==> src/logic/tfd_map.svh <==
// Register addresses, command codes, field positions and reset values
`ifndef TFD_MAP_SVH
`define TFD_MAP_SVH
// ---------------------------------------------
// Command block addresses
// ---------------------------------------------
`define TFD_A_DATA 3'h0
`define TFD_A_ERRFEAT 3'h1
`define TFD_A_COUNT 3'h2
`define TFD_A_SECTOR 3'h3
`define TFD_A_CYL_LO 3'h4
`define TFD_A_CYL_HI 3'h5
`define TFD_A_DRVHEAD 3'h6
`define TFD_A_STATCMD 3'h7
// ---------------------------------------------
// Control block addresses
// ---------------------------------------------
`define TFD_A_ALTCTL 3'h6
`define TFD_A_OBSOLETE 3'h7
// ---------------------------------------------
// Fields
// ---------------------------------------------
`define TFD_DH_DRV 4
`define TFD_HEAD_MSB 3
// ---------------------------------------------
// Command codes
// ---------------------------------------------
`define TFD_C_STANDBY 8'he2
`define TFD_C_STANDBY_IMM 8'he0
`define TFD_C_WRITE_BUF 8'he8
`define TFD_C_WRITE_DMA 8'hca
`define TFD_C_WRITE_DMA_Q 8'hcc
`define TFD_C_WRITE_MULT 8'hc5
`define TFD_C_WRITE_SECT 8'h30
`define TFD_C_DIAG 8'h90
`define TFD_C_PACKET 8'ha0
`define TFD_C_SERVICE 8'ha2
`define TFD_C_VS_9A 8'h9a
`define TFD_C_VS_F0 8'hf0
`define TFD_C_VS_F7 8'hf7
`define TFD_C_VS_FA 8'hfa
`define TFD_C_VS_C0 8'hc0
`define TFD_C_VS_C3 8'hc3
`define TFD_C_VS_8X 4'h8
// ---------------------------------------------
// Reset values and buffer shape
// ---------------------------------------------
`define TFD_RST_BYTE 8'h00
`define TFD_RST_DEVCTL 8'h00
`define TFD_FIFO_WIDTH 16
`define TFD_FIFO_DEPTH 16
`endif

==> src/logic/tfd_pkg.sv <==
// Types shared by the taskfile decoder
`default_nettype none
package tfd_pkg;
    typedef enum logic [6:0] {
        TFD_P_NONE = 7'h01,
        TFD_P_NON_DATA = 7'h02,
        TFD_P_PIO_OUT = 7'h04,
        TFD_P_DMA = 7'h08,
        TFD_P_QUEUED_DMA = 7'h10,
        TFD_P_DIAG = 7'h20,
        TFD_P_PACKET = 7'h40
    } tfd_proto_t;
    typedef enum logic [4:0] {
        TFD_K_MANDATORY = 5'h01,
        TFD_K_OPTIONAL = 5'h02,
        TFD_K_VENDOR = 5'h04,
        TFD_K_RESERVED = 5'h08,
        TFD_K_NOT_USED = 5'h10
    } tfd_kind_t;
    typedef enum logic [4:0] {
        TFD_DH_NONE = 5'h01,
        TFD_DH_FULL = 5'h02,
        TFD_DH_DEVICE = 5'h04,
        TFD_DH_VENDOR = 5'h08,
        TFD_DH_BOTH_EXEC = 5'h10
    } tfd_dh_use_t;
    // params: features, count, sector, cylinder, drive/head
    typedef struct packed {
        logic [7:0] code;
        tfd_proto_t proto;
        tfd_kind_t kind;
        logic [4:0] params;
        tfd_dh_use_t dh_use;
    } tfd_cmd_info_t;
    typedef struct packed {
        logic [7:0] features;
        logic [7:0] count;
        logic [7:0] sector;
        logic [15:0] cylinder;
        logic drive;
        logic [3:0] head;
    } tfd_operands_t;
endpackage
`default_nettype wire

==> src/logic/tfd_taskfile.sv <==
// Taskfile register decode, command classifier and data buffer
// Notes on behaviour
// RULE1: No select or bad control address: float on reads, ignore writes.
// RULE2: Command block decodes data through status/command in address order.
// RULE3: Packet mode: interrupt reason, byte counts, device select replace taskfile.
// RULE4: Obsolete control address never drives the bus; writes dropped.
// RULE5: Host never asserts both selects; such a cycle selects nothing.
// RULE6: Standby commands are non-data; write buffer is optional PIO out.
// RULE7: Write DMA, queued DMA, write multiple and write sectors classed.
// RULE8: Listed vendor codes are vendor specific; other unknown codes reserved.
// RULE9: Packet-capable device refuses not-to-be-used commands, keeps standby immediate.
// RULE10: Valid parameter registers become operands; full drive/head keeps head.
// RULE11: Device-only commands honour drive bit and zero the head.
// RULE12: Vendor head usage honours drive bit, passes head bits through.
// RULE13: Diagnostic runs on both devices whatever drive is selected.
// RULE14: Command packet layout is illustrative and lies outside this block.
`timescale 1ns/100ps
`default_nettype none
`include "tfd_map.svh"

module tfd_fifo #(
    parameter int WIDTH = 16,
    parameter int DEPTH = 16
) (
    input wire logic clk_in,
    input wire logic reset_n_in,
    input wire logic in_valid_in,
    output logic in_ready_out,
    input wire logic [WIDTH-1:0] in_data_in,
    output logic out_valid_out,
    input wire logic out_ready_in,
    output logic [WIDTH-1:0] out_data_out
);
    localparam int AW = $clog2(DEPTH);
    logic [WIDTH-1:0] mem [DEPTH];
    logic [AW-1:0] wr_ptr;
    logic [AW-1:0] rd_ptr;
    logic [AW:0] count;
    logic push;
    logic pop;

    assign in_ready_out = count != (AW+1)'(DEPTH);
    assign out_valid_out = count != '0;
    assign out_data_out = mem[rd_ptr];
    assign push = in_valid_in && in_ready_out;
    assign pop = out_valid_out && out_ready_in;

    always_ff @(posedge clk_in)
    begin
        if (push)
        begin
            mem[wr_ptr] <= in_data_in;
        end
    end

    always_ff @(posedge clk_in)
    begin
        if (!reset_n_in)
        begin
            wr_ptr <= '0;
            rd_ptr <= '0;
            count <= '0;
        end
        else
        begin
            if (push)
            begin
                wr_ptr <= wr_ptr + 1'b1;
            end
            if (pop)
            begin
                rd_ptr <= rd_ptr + 1'b1;
            end
            count <= count + (AW+1)'(push) - (AW+1)'(pop);
        end
    end
endmodule

module tfd_taskfile (
    input wire logic clk_in,
    input wire logic reset_n_in,
    input wire logic cs0_n_in,
    input wire logic cs1_n_in,
    input wire logic [2:0] da_in,
    input wire logic host_read_n_in,
    input wire logic host_write_n_in,
    input wire logic [15:0] data_in,
    output logic [15:0] data_out,
    output logic data_oe_out,
    input wire logic packet_mode_in,
    input wire logic packet_feature_in,
    input wire logic dev_num_in,
    input wire logic [7:0] status_in,
    input wire logic [7:0] error_in,
    input wire logic [7:0] int_reason_in,
    input wire logic [15:0] core_read_data_in,
    output logic core_read_ack_out,
    output logic data_space_out,
    output logic core_wr_valid_out,
    input wire logic core_wr_ready_in,
    output logic [15:0] core_wr_data_out,
    output logic [7:0] dev_control_out,
    output logic cmd_strobe_out,
    output logic cmd_reject_out,
    output tfd_pkg::tfd_cmd_info_t cmd_info_out,
    output tfd_pkg::tfd_operands_t cmd_operands_out
);
    // ---------------------------------------------
    // Strobes and selection
    // ---------------------------------------------
    logic rd_prev;
    logic wr_prev;
    logic rd_fall;
    logic wr_fall;
    logic sel_cmd;
    logic sel_ctl;
    logic [7:0] features;
    logic [7:0] count;
    logic [7:0] sector;
    logic [7:0] cyl_lo;
    logic [7:0] cyl_hi;
    logic [7:0] drv_head;
    logic next_oe;
    logic [15:0] next_data;
    logic fifo_ready;
    logic fifo_out_valid;
    logic [15:0] fifo_out_data;
    tfd_pkg::tfd_cmd_info_t next_info;
    logic next_accept;

    assign rd_fall = rd_prev && !host_read_n_in;
    assign wr_fall = wr_prev && !host_write_n_in;
    assign sel_cmd = !cs0_n_in && cs1_n_in; // RULE5
    assign sel_ctl = cs0_n_in && !cs1_n_in; // RULE5

    always_ff @(posedge clk_in)
    begin
        if (!reset_n_in)
        begin
            rd_prev <= 1'b1;
            wr_prev <= 1'b1;
        end
        else
        begin
            rd_prev <= host_read_n_in;
            wr_prev <= host_write_n_in;
        end
    end

    // ---------------------------------------------
    // Read path
    // ---------------------------------------------
    always_comb
    begin
        next_oe = 1'b0;
        next_data = 16'h0000;
        if (!host_read_n_in && sel_cmd)
        begin
            next_oe = 1'b1;
            unique case (da_in) // RULE2
                `TFD_A_DATA: next_data = core_read_data_in;
                `TFD_A_ERRFEAT: next_data = {8'h00, error_in};
                `TFD_A_COUNT: next_data = {8'h00, packet_mode_in ? int_reason_in : count}; // RULE3
                `TFD_A_SECTOR:
                begin
                    next_oe = !packet_mode_in; // RULE3
                    next_data = {8'h00, packet_mode_in ? 8'h00 : sector};
                end
                `TFD_A_CYL_LO: next_data = {8'h00, cyl_lo};
                `TFD_A_CYL_HI: next_data = {8'h00, cyl_hi};
                `TFD_A_DRVHEAD: next_data = {8'h00, drv_head};
                `TFD_A_STATCMD: next_data = {8'h00, status_in};
            endcase
        end
        else if (!host_read_n_in && sel_ctl && da_in == `TFD_A_ALTCTL)
        begin
            next_oe = 1'b1; // RULE1
            next_data = {8'h00, status_in};
        end
    end

    always_ff @(posedge clk_in)
    begin
        if (!reset_n_in)
        begin
            data_oe_out <= 1'b0;
            data_out <= 16'h0000;
            core_read_ack_out <= 1'b0;
        end
        else
        begin
            data_oe_out <= next_oe; // RULE1 RULE4
            data_out <= next_data;
            core_read_ack_out <= rd_fall && sel_cmd && da_in == `TFD_A_DATA;
        end
    end

    // ---------------------------------------------
    // Register writes
    // ---------------------------------------------
    always_ff @(posedge clk_in)
    begin
        if (!reset_n_in)
        begin
            features <= `TFD_RST_BYTE;
            count <= `TFD_RST_BYTE;
            sector <= `TFD_RST_BYTE;
            cyl_lo <= `TFD_RST_BYTE;
            cyl_hi <= `TFD_RST_BYTE;
            drv_head <= `TFD_RST_BYTE;
        end
        else if (wr_fall && sel_cmd)
        begin
            unique case (da_in) // RULE2 RULE3
                `TFD_A_ERRFEAT: features <= data_in[7:0];
                `TFD_A_COUNT: count <= packet_mode_in ? count : data_in[7:0];
                `TFD_A_SECTOR: sector <= packet_mode_in ? sector : data_in[7:0];
                `TFD_A_CYL_LO: cyl_lo <= data_in[7:0];
                `TFD_A_CYL_HI: cyl_hi <= data_in[7:0];
                `TFD_A_DRVHEAD: drv_head <= data_in[7:0];
                default:
                begin
                end
            endcase
        end
    end

    always_ff @(posedge clk_in)
    begin
        if (!reset_n_in)
        begin
            dev_control_out <= `TFD_RST_DEVCTL;
        end
        else if (wr_fall && sel_ctl && da_in == `TFD_A_ALTCTL)
        begin
            dev_control_out <= data_in[7:0]; // RULE1 RULE4
        end
    end

    // ---------------------------------------------
    // Data buffer
    // ---------------------------------------------
    tfd_fifo #(
        .WIDTH(`TFD_FIFO_WIDTH),
        .DEPTH(`TFD_FIFO_DEPTH)
    ) u_fifo (
        .clk_in(clk_in),
        .reset_n_in(reset_n_in),
        .in_valid_in(wr_fall && sel_cmd && da_in == `TFD_A_DATA),
        .in_ready_out(fifo_ready),
        .in_data_in(data_in),
        .out_valid_out(fifo_out_valid),
        .out_ready_in(core_wr_ready_in),
        .out_data_out(fifo_out_data)
    );
    assign core_wr_valid_out = fifo_out_valid;
    assign core_wr_data_out = fifo_out_data;

    always_ff @(posedge clk_in)
    begin
        if (!reset_n_in)
        begin
            data_space_out <= 1'b0;
        end
        else
        begin
            data_space_out <= fifo_ready;
        end
    end

    // ---------------------------------------------
    // Command classifier
    // ---------------------------------------------
    function automatic tfd_pkg::tfd_cmd_info_t classify(input logic [7:0] c, input logic pkt);
        tfd_pkg::tfd_cmd_info_t r;
        r.code = c;
        r.proto = tfd_pkg::TFD_P_NONE;
        r.kind = tfd_pkg::TFD_K_RESERVED; // RULE8
        r.params = 5'h00;
        r.dh_use = tfd_pkg::TFD_DH_NONE;
        unique case (c)
            `TFD_C_STANDBY:
            begin
                r.proto = tfd_pkg::TFD_P_NON_DATA; // RULE6
                r.kind = pkt ? tfd_pkg::TFD_K_OPTIONAL : tfd_pkg::TFD_K_MANDATORY;
                r.params = 5'h09;
                r.dh_use = tfd_pkg::TFD_DH_DEVICE;
            end
            `TFD_C_STANDBY_IMM:
            begin
                r.proto = tfd_pkg::TFD_P_NON_DATA; // RULE6
                r.kind = tfd_pkg::TFD_K_MANDATORY; // RULE9
                r.params = 5'h01;
                r.dh_use = tfd_pkg::TFD_DH_DEVICE;
            end
            `TFD_C_WRITE_BUF:
            begin
                r.proto = tfd_pkg::TFD_P_PIO_OUT; // RULE6
                r.kind = pkt ? tfd_pkg::TFD_K_NOT_USED : tfd_pkg::TFD_K_OPTIONAL;
                r.params = 5'h01;
                r.dh_use = tfd_pkg::TFD_DH_DEVICE;
            end
            `TFD_C_WRITE_DMA, `TFD_C_WRITE_MULT, `TFD_C_WRITE_SECT:
            begin
                r.proto = c == `TFD_C_WRITE_DMA ? tfd_pkg::TFD_P_DMA : tfd_pkg::TFD_P_PIO_OUT; // RULE7
                r.kind = pkt ? tfd_pkg::TFD_K_NOT_USED : tfd_pkg::TFD_K_MANDATORY; // RULE9
                r.params = 5'h0f;
                r.dh_use = tfd_pkg::TFD_DH_FULL;
            end
            `TFD_C_WRITE_DMA_Q:
            begin
                r.proto = tfd_pkg::TFD_P_QUEUED_DMA; // RULE7
                r.kind = pkt ? tfd_pkg::TFD_K_NOT_USED : tfd_pkg::TFD_K_OPTIONAL;
                r.params = 5'h1f;
                r.dh_use = tfd_pkg::TFD_DH_FULL;
            end
            `TFD_C_DIAG:
            begin
                r.proto = tfd_pkg::TFD_P_DIAG;
                r.kind = tfd_pkg::TFD_K_MANDATORY;
                r.params = 5'h01;
                r.dh_use = tfd_pkg::TFD_DH_BOTH_EXEC; // RULE13
            end
            `TFD_C_PACKET, `TFD_C_SERVICE:
            begin
                r.proto = tfd_pkg::TFD_P_PACKET;
                r.kind = !pkt ? tfd_pkg::TFD_K_NOT_USED :
                         c == `TFD_C_PACKET ? tfd_pkg::TFD_K_MANDATORY : tfd_pkg::TFD_K_OPTIONAL;
                r.params = 5'h1f;
                r.dh_use = tfd_pkg::TFD_DH_DEVICE;
            end
            default:
            begin
                if (c == `TFD_C_VS_9A || c == `TFD_C_VS_F0 || c == `TFD_C_VS_F7 ||
                    c >= `TFD_C_VS_FA || c[7:4] == `TFD_C_VS_8X ||
                    (c >= `TFD_C_VS_C0 && c <= `TFD_C_VS_C3))
                begin
                    r.kind = tfd_pkg::TFD_K_VENDOR; // RULE8
                    r.dh_use = tfd_pkg::TFD_DH_VENDOR;
                    r.params = 5'h01;
                end
            end
        endcase
        return r;
    endfunction

    always_comb
    begin
        next_info = classify(data_in[7:0], packet_feature_in);
        next_accept = next_info.kind != tfd_pkg::TFD_K_NOT_USED &&
                      next_info.kind != tfd_pkg::TFD_K_RESERVED; // RULE9
    end

    always_ff @(posedge clk_in)
    begin
        if (!reset_n_in)
        begin
            cmd_strobe_out <= 1'b0;
            cmd_reject_out <= 1'b0;
            cmd_info_out <= '0;
            cmd_operands_out <= '0;
        end
        else
        begin
            cmd_strobe_out <= 1'b0;
            cmd_reject_out <= 1'b0;
            if (wr_fall && sel_cmd && da_in == `TFD_A_STATCMD &&
                (drv_head[`TFD_DH_DRV] == dev_num_in ||
                 next_info.dh_use == tfd_pkg::TFD_DH_BOTH_EXEC)) // RULE13
            begin
                cmd_strobe_out <= next_accept;
                cmd_reject_out <= !next_accept; // RULE9
                cmd_info_out <= next_info;
                cmd_operands_out.features <= next_info.params[4] ? features : 8'h00; // RULE10
                cmd_operands_out.count <= next_info.params[3] ? count : 8'h00;
                cmd_operands_out.sector <= next_info.params[2] ? sector : 8'h00;
                cmd_operands_out.cylinder <= next_info.params[1] ? {cyl_hi, cyl_lo} : 16'h0000;
                cmd_operands_out.drive <= drv_head[`TFD_DH_DRV]; // RULE11 RULE12
                cmd_operands_out.head <= (next_info.dh_use == tfd_pkg::TFD_DH_FULL ||
                    next_info.dh_use == tfd_pkg::TFD_DH_VENDOR) ?
                    drv_head[`TFD_HEAD_MSB:0] : 4'h0; // RULE10 RULE11 RULE12
            end
        end
    end
endmodule

`default_nettype wire

==> config.mk <==
export PLATFORM = sky130hd
export DESIGN_NAME = tfd_taskfile
export DESIGN_NICKNAME = d
export VERILOG_FILES = /design/src/logic/tfd_pkg.sv /design/src/logic/tfd_taskfile.sv
export VERILOG_INCLUDE_DIRS = /design/src /design/src/logic
export SDC_FILE = /design/constraint.sdc
export NUM_CORES = 1
export LEC_CHECK = 0
export ABC_AREA = 1
export BUFFER_PORTS_ARGS = -buffer_cell sky130_fd_sc_hd__buf_2
export CAP_MARGIN = 40
export CORE_AREA = 2 2 194 196
export CTS_BUF_LIST = sky130_fd_sc_hd__clkbuf_8 sky130_fd_sc_hd__clkbuf_16
export DETAILED_ROUTE_END_ITERATION = 10
export DIE_AREA = 0 0 196 198
export PLACE_DENSITY = 0.8
export SYNTH_ARGS = -nofsm -noshare
export SYNTH_HDL_FRONTEND = slang
export SYNTH_HIERARCHICAL = 1
export SYNTH_SLANG_ARGS = --single-unit
==> constraint.sdc <==
create_clock -name clk_in -period 3.8 [get_ports clk_in]
set_input_delay 0.76 -clock clk_in [delete_from_list [all_inputs] [get_ports clk_in]]
set_output_delay 0.76 -clock clk_in [all_outputs]
set_load 0.1 [all_outputs]
==> qor.yml, run 1 <==
global_route:
  first_global_vias: 13800
  overflow: 0
  grt_max_degree: 129
  grt_usage: 0.242
  grt_antenna_before_repair: 3
  grt_pass1_wl_um: 73600
synth:
  synth-main-ff-cell: "edfxtp_1"
  synthCells: 1946
  synth-xor-area-share: 0.00193
  syn_nets: 2027
  seq_area_frac_synth: 0.610
  synth_compound_area_frac: 0.0737
  yosysWarnings: 6
  synthAdderAreaFrac: 0.00870
  synth_edf_count: 256
  syn_area_per_cell_um2: 9.31
  muxShareOfSynthArea: 0
  synthArstFlopShare: 0
  yosysUniqueCellTypes: 48
  synth_top_family_by_area: "simple AND/OR/NAND/NOR gates"
  synth-simple-area-share: 0.214
  ys_seq_elements: 424
  synth_area_um2: 18100
place:
  routabilityCongestion: 0.903
  hpwl_um: 29900
  io_buffers: 189
route:
  wl_met1_um: 18400
  first_iter_violations: 1262
  post-route-drc-count: 0
  routed.top_layer: "met5"
  ant_nets: 0
  drt_wl_total_um: 47300
  wl_met2_um: 22600
  drtPass1Iterations: 6
  wl_per_cell_um: 17.9
  vias_per_cell: 5.41
  met3_length_um: 4320
  via_count: 14300
cts:
  post_cts_resize_count: 0
  clockRootBuffer: "clkbuf_16"
  cts_tree: "done"
  clk_pin_slew_worst_paths_ps: 60
  cts_hold_buf: 0
  clk_path_buf_depth: 3
  cts_htree_levels: 2
  cts_setup_buffers: 0
  clkSinkCount: 424
  numCtsBuffers: 43
  clkLatencyLatePin_ps: 560
floorplan:
  die_h_um: 198
  core-area_um2: 37000
  io_pins: 190
  die_w_um: 196
  dieArea_um2: 38800
  num_rows: 71
  start_util: 0.490
status:
  status: "completed"
setup_path:
  slowest_delay_ps: 430
  cpMaxStageDelayCell: "dfxtp_4"
  cp_cell_sequence: "clkinv_2 -> buf_12 -> nand2_1 -> nand2_1 -> nand2_1 -> nand3_1 -> nand3_1 -> nand2_1 -> buf_12"
  end_kind: "output pin"
  crit_type: "reg2out"
  cp_max_fo: 128
  crit_top_cell: "nand2_1"
  worst_setup_path_start_kind: "register"
  cp_data_arrival_time_ps: 2520
  required_ps: 3040
timing:
  worstMarginPinSlew_ps: 964
  min_period_ps: 3280
  clock.fmax_ghz: 0.305
  drv_slew: 0
  tns_ps: 0
  hold_viol: 0
  grt_setup_unrepaired: "false"
  slew_headroom: 0.355
  fin_skew_ps: 21.3
  hold_slack_ps: 427
  setup_viol: 0
  fin_crit_sh: 0.863
pwr:
  switching_share: 0.312
  clkPwrFrac: 0.350
  power.switching_w: 0.00366
  p_int_w: 0.00809
  seq_power_share: 0.423
  p_comb_frac: 0.226
  peakVddDrop_v: 0.000360
  power_density_nw_per_um2: 556
  p_leak_nw: 9.32
final_layout:
  final_core_util: 0.572
  drive_above_1_share: 0.165
  nets: 2212
  area_growth_pct: 16.6
job:
  drv_cap: 0
hold_path:
  worstHoldPathType: "in2reg"
[metal layers]
layer  GRT usage  vias to the layer above
met4       0.111                        2
met5           0                        -
met2       0.397                      676
met3      0.0463                      151
met1       0.313                     6727
li1            -                     6742
[cell families (layout without fill, tap and decap cells)]
family                   Yosys count  count (layout)
AND/OR/NAND/NOR                  887             887
XOR/XNOR                           4               4
flip-flops                       424             424
AO/OA/AOI/OAI                    237             237
adder cells (fa/ha/maj)           12              12
other                              0               2
buffers and inverters            382             601
[cell type report]
type                       count  area (um2)
clock inverter                31         223
multi-input combinational   1140        5410
sequential                   424       11100
inverter                     287        1080
tap                          474         593
clock buffer                  48        1160
antenna                        2        5.00
fill                        3057       15800
timing repair buffer         235        1600
[through the flow]
| step | setup slack (ps) | power [W] | instance area [um2] | instances |
|---|---|---|---|---|
| 2_1_floorplan | 443 | 0.00694 | 18100 | 1946 |
| 3_3_place_gp | 443 | 0.00767 | 19700 | 2557 |
| 3_5_place_dp | 499 | 0.00771 | 19700 | 2560 |
| 4_1_cts | 578 | 0.0118 | 21100 | 2639 |
| 5_1_grt | 453 | 0.0122 | 21100 | 2641 |
| 6_report | 522 | 0.0118 | 21100 | 2641 |
[power by group through the flow]
stage | clock network, W | registers, W | logic, W
after floorplan | 0 | 0.00509 | 0.00185
final | 0.00412 | 0.00498 | 0.00266
after global placement | 0 | 0.00507 | 0.00260
after global routing | 0.00436 | 0.00498 | 0.00285
after CTS | 0.00417 | 0.00498 | 0.00265
after detailed placement | 0 | 0.00507 | 0.00264
[worst max-delay path: cells and delay by family, from the launching register on]
family                 cells  cell delay [ps]
and+or+nand+nor            6              720
buffers and inverters      3              680
DFF                        1              430
[final timing paths]
| kind | end | cells after the start | slack [ps] | startpoint |
|---|---|---|---|---|
| min | data_out[4] | 3 | 430 | status_in[4] |
| max | core_wr_data_out[6] | 9 | 520 | register |
| max reg2reg | u_fifo/count[4] | 16 | 1070 | wr_prev |
| min reg2reg | core_read_ack_out | 2 | 460 | rd_prev |
[layout by cell type (no fill, tap or decap), types with 2 or more instances in the layout]
master	netlist	final
nand2_1	488	488
inv_1	272	286
nand3_1	272	272
edfxtp_1	256	256
buf_2	26	173
dfxtp_1	168	166
a21oi_1	99	99
o21ai_0	89	89
nor2_1	83	83
clkbuf_16	0	44
buf_4	29	41
buf_12	0	20
o21ai_2	19	19
inv_2	12	11
ha_1	11	11
nand4_1	9	9
clkinv_1	1	8
a211oi_1	8	8
or2_2	6	6
nand3_2	6	6
o22ai_1	5	5
nor3_1	4	4
o21ai_1	4	4
xor2_1	4	4
clkinv_2	1	4
inv_6	0	4
clkbuf_8	0	4
nand2_2	3	3
nor2_2	3	3
nor3_4	3	3
bufinv_16	0	3
diode_2	0	2
nor2_4	2	2
o2111ai_1	2	2
a22oi_1	2	2
nor4_1	2	2
a31oi_1	2	2
o21ai_4	2	2
[cell usage after synthesis, types with 2 or more instances]
cell | count | area share
nor4_1 | 2 | 0.00069
nand2_2 | 3 | 0.0010
o21ai_4 | 2 | 0.0018
or2_2 | 6 | 0.0021
buf_1 | 2 | 0.00041
buf_4 | 29 | 0.012
buf_6 | 11 | 0.0068
dfxtp_1 | 168 | 0.19
o21ai_2 | 19 | 0.0092
a22oi_1 | 2 | 0.00083
a211oi_1 | 8 | 0.0033
nor3_4 | 3 | 0.0027
nand3_1 | 272 | 0.075
inv_2 | 12 | 0.0025
nand2_1 | 488 | 0.10
nor2_2 | 3 | 0.0010
a21oi_1 | 99 | 0.027
nor3_1 | 4 | 0.0011
o21ai_0 | 89 | 0.025
xor2_1 | 4 | 0.0019
o2111ai_1 | 2 | 0.00097
inv_1 | 272 | 0.056
nor2_1 | 83 | 0.017
edfxtp_1 | 256 | 0.42
a31oi_1 | 2 | 0.00069
o22ai_1 | 5 | 0.0017
ha_1 | 11 | 0.0076
nand3_2 | 6 | 0.0033
clkbuf_1 | 27 | 0.0056
nor2_4 | 2 | 0.0012
buf_2 | 26 | 0.0072
o21ai_1 | 4 | 0.0011
nand4_1 | 9 | 0.0031
[sequential cells by signal, summed over array words and instances (netlist names), 4 cells and up, named ones only]
name / cells
u_fifo/mem: 256
cmd_operands_out: 45
cmd_info_out: 27
data_out: 16
count: 8
cyl_hi: 8
cyl_lo: 8
dev_control_out: 8
drv_head: 8
features: 8
sector: 8
u_fifo/count: 5
u_fifo/rd_ptr: 4
u_fifo/wr_ptr: 4
No activity file was read; power rests on OpenSTA's default activity.
==> inputs of run 2 (changes only) <==
- clock period: 3.8 -> 3.45 ns (I/O delays scaled with it)
==> qor.yml, run 2 (synthesis results as in run 1) <==
global_route:
  grt_antenna_before_repair: 7
  grt_max_degree: 129
  overflow: 0
  grt_usage: 0.240
  grt_pass1_wl_um: 73000
  first_global_vias: 13700
job:
  drv_cap: 0
route:
  first_iter_violations: 1467
  ant_nets: 0
  post-route-drc-count: 0
  drtPass1Iterations: 5
  via_count: 14400
  vias_per_cell: 5.42
  drt_wl_total_um: 47100
  wl_per_cell_um: 17.8
cts:
  cts_tree: "done"
  clkLatencyLatePin_ps: 580
  clk_pin_slew_worst_paths_ps: 60
  clkSinkCount: 424
  cts_hold_buf: 0
  clockRootBuffer: "clkbuf_16"
  cts_htree_levels: 2
  cts_setup_buffers: 0
  clk_path_buf_depth: 3
  numCtsBuffers: 43
  post_cts_resize_count: 0
place:
  pre_cts_slack_ps: 298
  routabilityCongestion: 0.916
  hpwl_um: 30200
  io_buffers: 189
  place_inst: 2563
timing:
  setup_viol: 0
  hold_viol: 0
  slew_headroom: 0.392
  min_period_ps: 3170
  clock.fmax_ghz: 0.315
  fin_skew_ps: 25.9
  drv_slew: 0
  tns_ps: 0
  grt_setup_unrepaired: "false"
  worst_slack_ps: 277
  worstMarginPinSlew_ps: 908
  fin_crit_sh: 0.920
final_layout:
  multi_input_area_um2: 5410
  drive_above_1_share: 0.172
  final_cells: 2647
  ff_latch_area_um2: 11100
  n_fill_cell: 2991
  final_cell_mix: "nand2_1 (488), inv_1 (279), nand3_1 (272), edfxtp_1 (256), buf_2 (173)"
  top_regs: "u_fifo/mem x256, cmd_operands_out x45, cmd_info_out x27"
  layout_commonest_cell: "nand2_1"
  area_growth_pct: 17.2
  top_register: "u_fifo/mem"
  final_core_util: 0.575
  nets: 2215
  largest_reg_flops: 256
setup_path:
  reg2reg_slack_ps: 890
  end_kind: "output pin"
  crit_type: "reg2out"
  required_ps: 2760
  worst_setup_path_start_kind: "register"
  cp_data_arrival_time_ps: 2480
  cp_max_fo: 67
pwr:
  p_leak_nw: 9.34
  power_density_nw_per_um2: 619
  peakVddDrop_v: 0.000346
  p_total_w: 0.0131
floorplan:
  die_h_um: 198
  core-area_um2: 37000
  io_pins: 190
  dieArea_um2: 38800
  num_rows: 71
  start_util: 0.490
  die_w_um: 196
hold_path:
  worstHoldPathType: "in2reg"
status:
  status: "completed"
[run 2: power by group]
part	switching, W	internal [W]	total (W)
Clock	0.00197	0.00275	0.00472
Combinational	0.00209	0.000880	0.00297
Sequential	0.0000410	0.00542	0.00546
[run 2: path summary, 6_finish.rpt]
kind,start,end,depth (start not counted)
max,register,core_wr_data_out[12],8
min,status_in[5],data_out[5],3
max reg2reg,u_fifo/count[3],u_fifo/count[4],16
min reg2reg,rd_prev,core_read_ack_out,2
[run 2: stage by stage]
| stage | cell area, um2 | hold slack, ps |
|---|---|---|
| floorplan | 18100 | 410 |
| global placement | 19800 | 421 |
| detailed placement | 19800 | 426 |
| CTS | 21200 | 331 |
| global route | 21200 | 366 |
| finish | 21200 | 352 |
[run 2: layout make-up]
class | count | area share
clock inverters | 34 | 0.0148
repair buffers | 238 | 0.0776
diodes | 4 | 0.000471
clock buffers | 46 | 0.0531
well taps | 474 | 0.0279
flip-flops and latches | 424 | 0.520
inverters | 287 | 0.0509
multi-input cells | 1140 | 0.255
[run 2: routing by layer]
layer	track usage	wire length, um	part of all wire	vias up
li1	-	-	-	6757
met2	0.392	22500	0.48	675
met1	0.316	18700	0.40	6813
met3	0.0455	4190	0.089	107
met4	0.0993	1600	0.034	6
met5	0	32	0.00068	-
[run 2: critical path, stage by stage, from the launching register on]
cell      delay (ps)
dfxtp_4          370
clkinv_2         340
buf_12           350
nand2_1           90
nand3_1           90
nand3_1          130
nand3_1          140
nand2_1          200
buf_12           190
==> inputs of run 3 (changes only) <==
- ABC_AREA: 1 -> not set
- CORE_AREA: 2 2 194 196 -> 2 2 188 190
- DIE_AREA: 0 0 196 198 -> 0 0 190 192
- SETUP_SLACK_MARGIN: not set -> 0.02
- SLEW_MARGIN: not set -> 10
==> qor.yml, run 3 <==
synth:
  synth.most_common_cell: "edfxtp_1"
  synth_top_family_by_area: "multiplexers"
  synthCells: 1231
  yosysUniqueCellTypes: 72
  syn_nets: 1312
  yosysTopAreaCellShare: 0.452
  synthAdderAreaFrac: 0.00926
  synth_area_um2: 17000
  synth-main-ff-cell: "edfxtp_1"
  synth-xor-area-share: 0.00463
  synthTopCellsByArea: "edfxtp_1 (45%), dfxtp_1 (20%), mux4_2 (5.8%), mux2i_1 (3.1%), mux4_1 (3.1%)"
  ys_top_cells_by_count: "edfxtp_1 (256), dfxtp_1 (168), nand2_1 (117), nor2_1 (80), a21oi_1 (78)"
  synth_edf_count: 256
  synth_compound_area_frac: 0.0769
  muxShareOfSynthArea: 0.124
  synthArstFlopShare: 0
  seq_area_frac_synth: 0.649
  synth-simple-area-share: 0.104
  yosysWarnings: 6
  ys_seq_elements: 424
  syn_area_per_cell_um2: 13.8
  yosysTopAreaCell: "edfxtp_1"
floorplan:
  num_rows: 68
  dieArea_um2: 36500
  io_pins: 190
  die_w_um: 190
  core-area_um2: 34300
  die_h_um: 192
  start_util: 0.496
timing:
  clock.fmax_ghz: 0.313
  worstMarginPinSlew_ps: 752
  fin_crit_sh: 0.925
  fin_skew_ps: 16.7
  hold_slack_ps: 355
  grt_setup_unrepaired: "false"
  tns_ps: 0
  slew_headroom: 0.496
  min_period_ps: 3190
  drv_slew: 0
  hold_viol: 0
  setup_viol: 0
setup_path:
  end_kind: "output pin"
  r2r.worst_path.cells: 14
  crit_buf_inv: 2
  crit_type: "reg2out"
  required_ps: 2760
  cp_data_arrival_time_ps: 2500
  cp.depth: 5
  cp_cell_sequence: "buf_4 -> mux4_1 -> a22oi_1 -> nand2_1 -> buf_2"
  slowest_delay_ps: 570
  cp_max_fo: 13
  worst_setup_path_start_kind: "register"
  crit_family: "multiplexers"
  cpMaxStageDelayCell: "mux4_1"
pwr:
  switching_share: 0.275
  p_int_w: 0.00875
  clkPwrFrac: 0.362
  seq_power_share: 0.456
  peakVddDrop_v: 0.000563
  p_comb_frac: 0.182
  power_density_nw_per_um2: 604
  p_leak_nw: 7.36
  power.switching_w: 0.00332
cts:
  clk_pin_slew_worst_paths_ps: 60
  clockRootBuffer: "clkbuf_16"
  clk_path_buf_depth: 3
  cts_htree_levels: 2
  clkSinkCount: 424
  numCtsBuffers: 42
  post_cts_resize_count: 0
  clkLatencyLatePin_ps: 530
  cts_tree: "done"
route:
  ant_nets: 0
  via_count: 11300
  drtPass1Iterations: 6
  vias_per_cell: 5.86
  post-route-drc-count: 0
  first_iter_violations: 1190
  wl_per_cell_um: 22.3
  drt_wl_total_um: 43000
final_layout:
  layout_commonest_cell: "edfxtp_1"
  top_regs: "u_fifo/mem x256, cmd_operands_out x45, cmd_info_out x27"
  n_fill_cell: 2604
  largest_reg_flops: 256
  top_register: "u_fifo/mem"
  final_cell_mix: "edfxtp_1 (256), buf_2 (189), dfxtp_1 (166), nand2_1 (117), nor2_1 (79)"
  nets: 1522
  area_growth_pct: 17.4
  drive_above_1_share: 0.264
hold_path:
  worstHoldPathType: "in2reg"
  hold_depth: 2
global_route:
  first_global_vias: 11100
  grt_usage: 0.235
  grt_max_degree: 74
  grt_pass1_wl_um: 65300
  grt_antenna_before_repair: 2
  overflow: 0
job:
  drv_cap: 0
place:
  routabilityCongestion: 0.885
  io_buffers: 189
  hpwl_um: 26900
status:
  status: "completed"
[run 3: kinds of logic after synthesis]
family,Yosys count
compound gates,196
xor+xnor,9
fa+ha+maj,12
buf+inv,110
flops,424
mux,123
simple gates,357
[run 3: worst paths after layout]
path / endpoint / startpoint / slack [ps]
setup / recovery: core_wr_data_out[7] / register / 260
hold / removal: data_out[9] / core_read_data_in[9] / 350
setup reg to reg: u_fifo/count[4] / u_fifo/count[2] / 490
hold reg to reg: core_read_ack_out / rd_prev / 440
[run 3: what timing repair did]
| action | in CTS | in global routing |
|---|---|---|
| hold buffers | 0 | 0 |
| endpoints found under the setup margin | 0 | 1 |
| setup buffers | 0 | 7 |
| hold endpoints to repair | 0 | 0 |
[run 3: area by class of cell]
| class | count | area (um2) | share of cell area |
|---|---|---|---|
| diodes | 1 | 2.50 | 0.000125 |
| flip-flops and latches | 424 | 11100 | 0.553 |
| well taps | 455 | 569 | 0.0285 |
| inverters | 20 | 76.3 | 0.00382 |
| clock inverters | 30 | 196 | 0.00983 |
| clock buffers | 47 | 1130 | 0.0566 |
| repair buffers | 256 | 1500 | 0.0750 |
| multi-input cells | 697 | 5460 | 0.273 |
[run 3: metrics by stage]
step           area (um2)  power, W   util  cells  setup WS (ps)
2_1_floorplan       17000   0.00732      -   1231           -379
3_3_place_gp        18600   0.00770  0.543   1845            300
3_5_place_dp        18600   0.00775  0.543   1845            219
4_1_cts             19900    0.0121  0.581   1922           97.1
5_1_grt             20000    0.0125  0.583   1929            125
6_report            20000    0.0121  0.583   1930            258
[run 3: power by group through the flow]
stage	registers, W	clock network (W)	logic, W
finish	0.00551	0.00437	0.00219
global route	0.00551	0.00464	0.00233
CTS	0.00552	0.00445	0.00214
detailed placement	0.00563	0	0.00212
global placement	0.00563	0	0.00207
floorplan	0.00560	0	0.00171
[run 3: per-layer routing]
| layer | vias to the layer above | GRT usage | wire, um |
|---|---|---|---|
| met5 | - | 0 | 0 |
| met4 | 0 | 0.0587 | 986 |
| met3 | 89 | 0.0439 | 3720 |
| met2 | 541 | 0.395 | 21300 |
| met1 | 5632 | 0.317 | 17000 |
| li1 | 5053 | - | - |
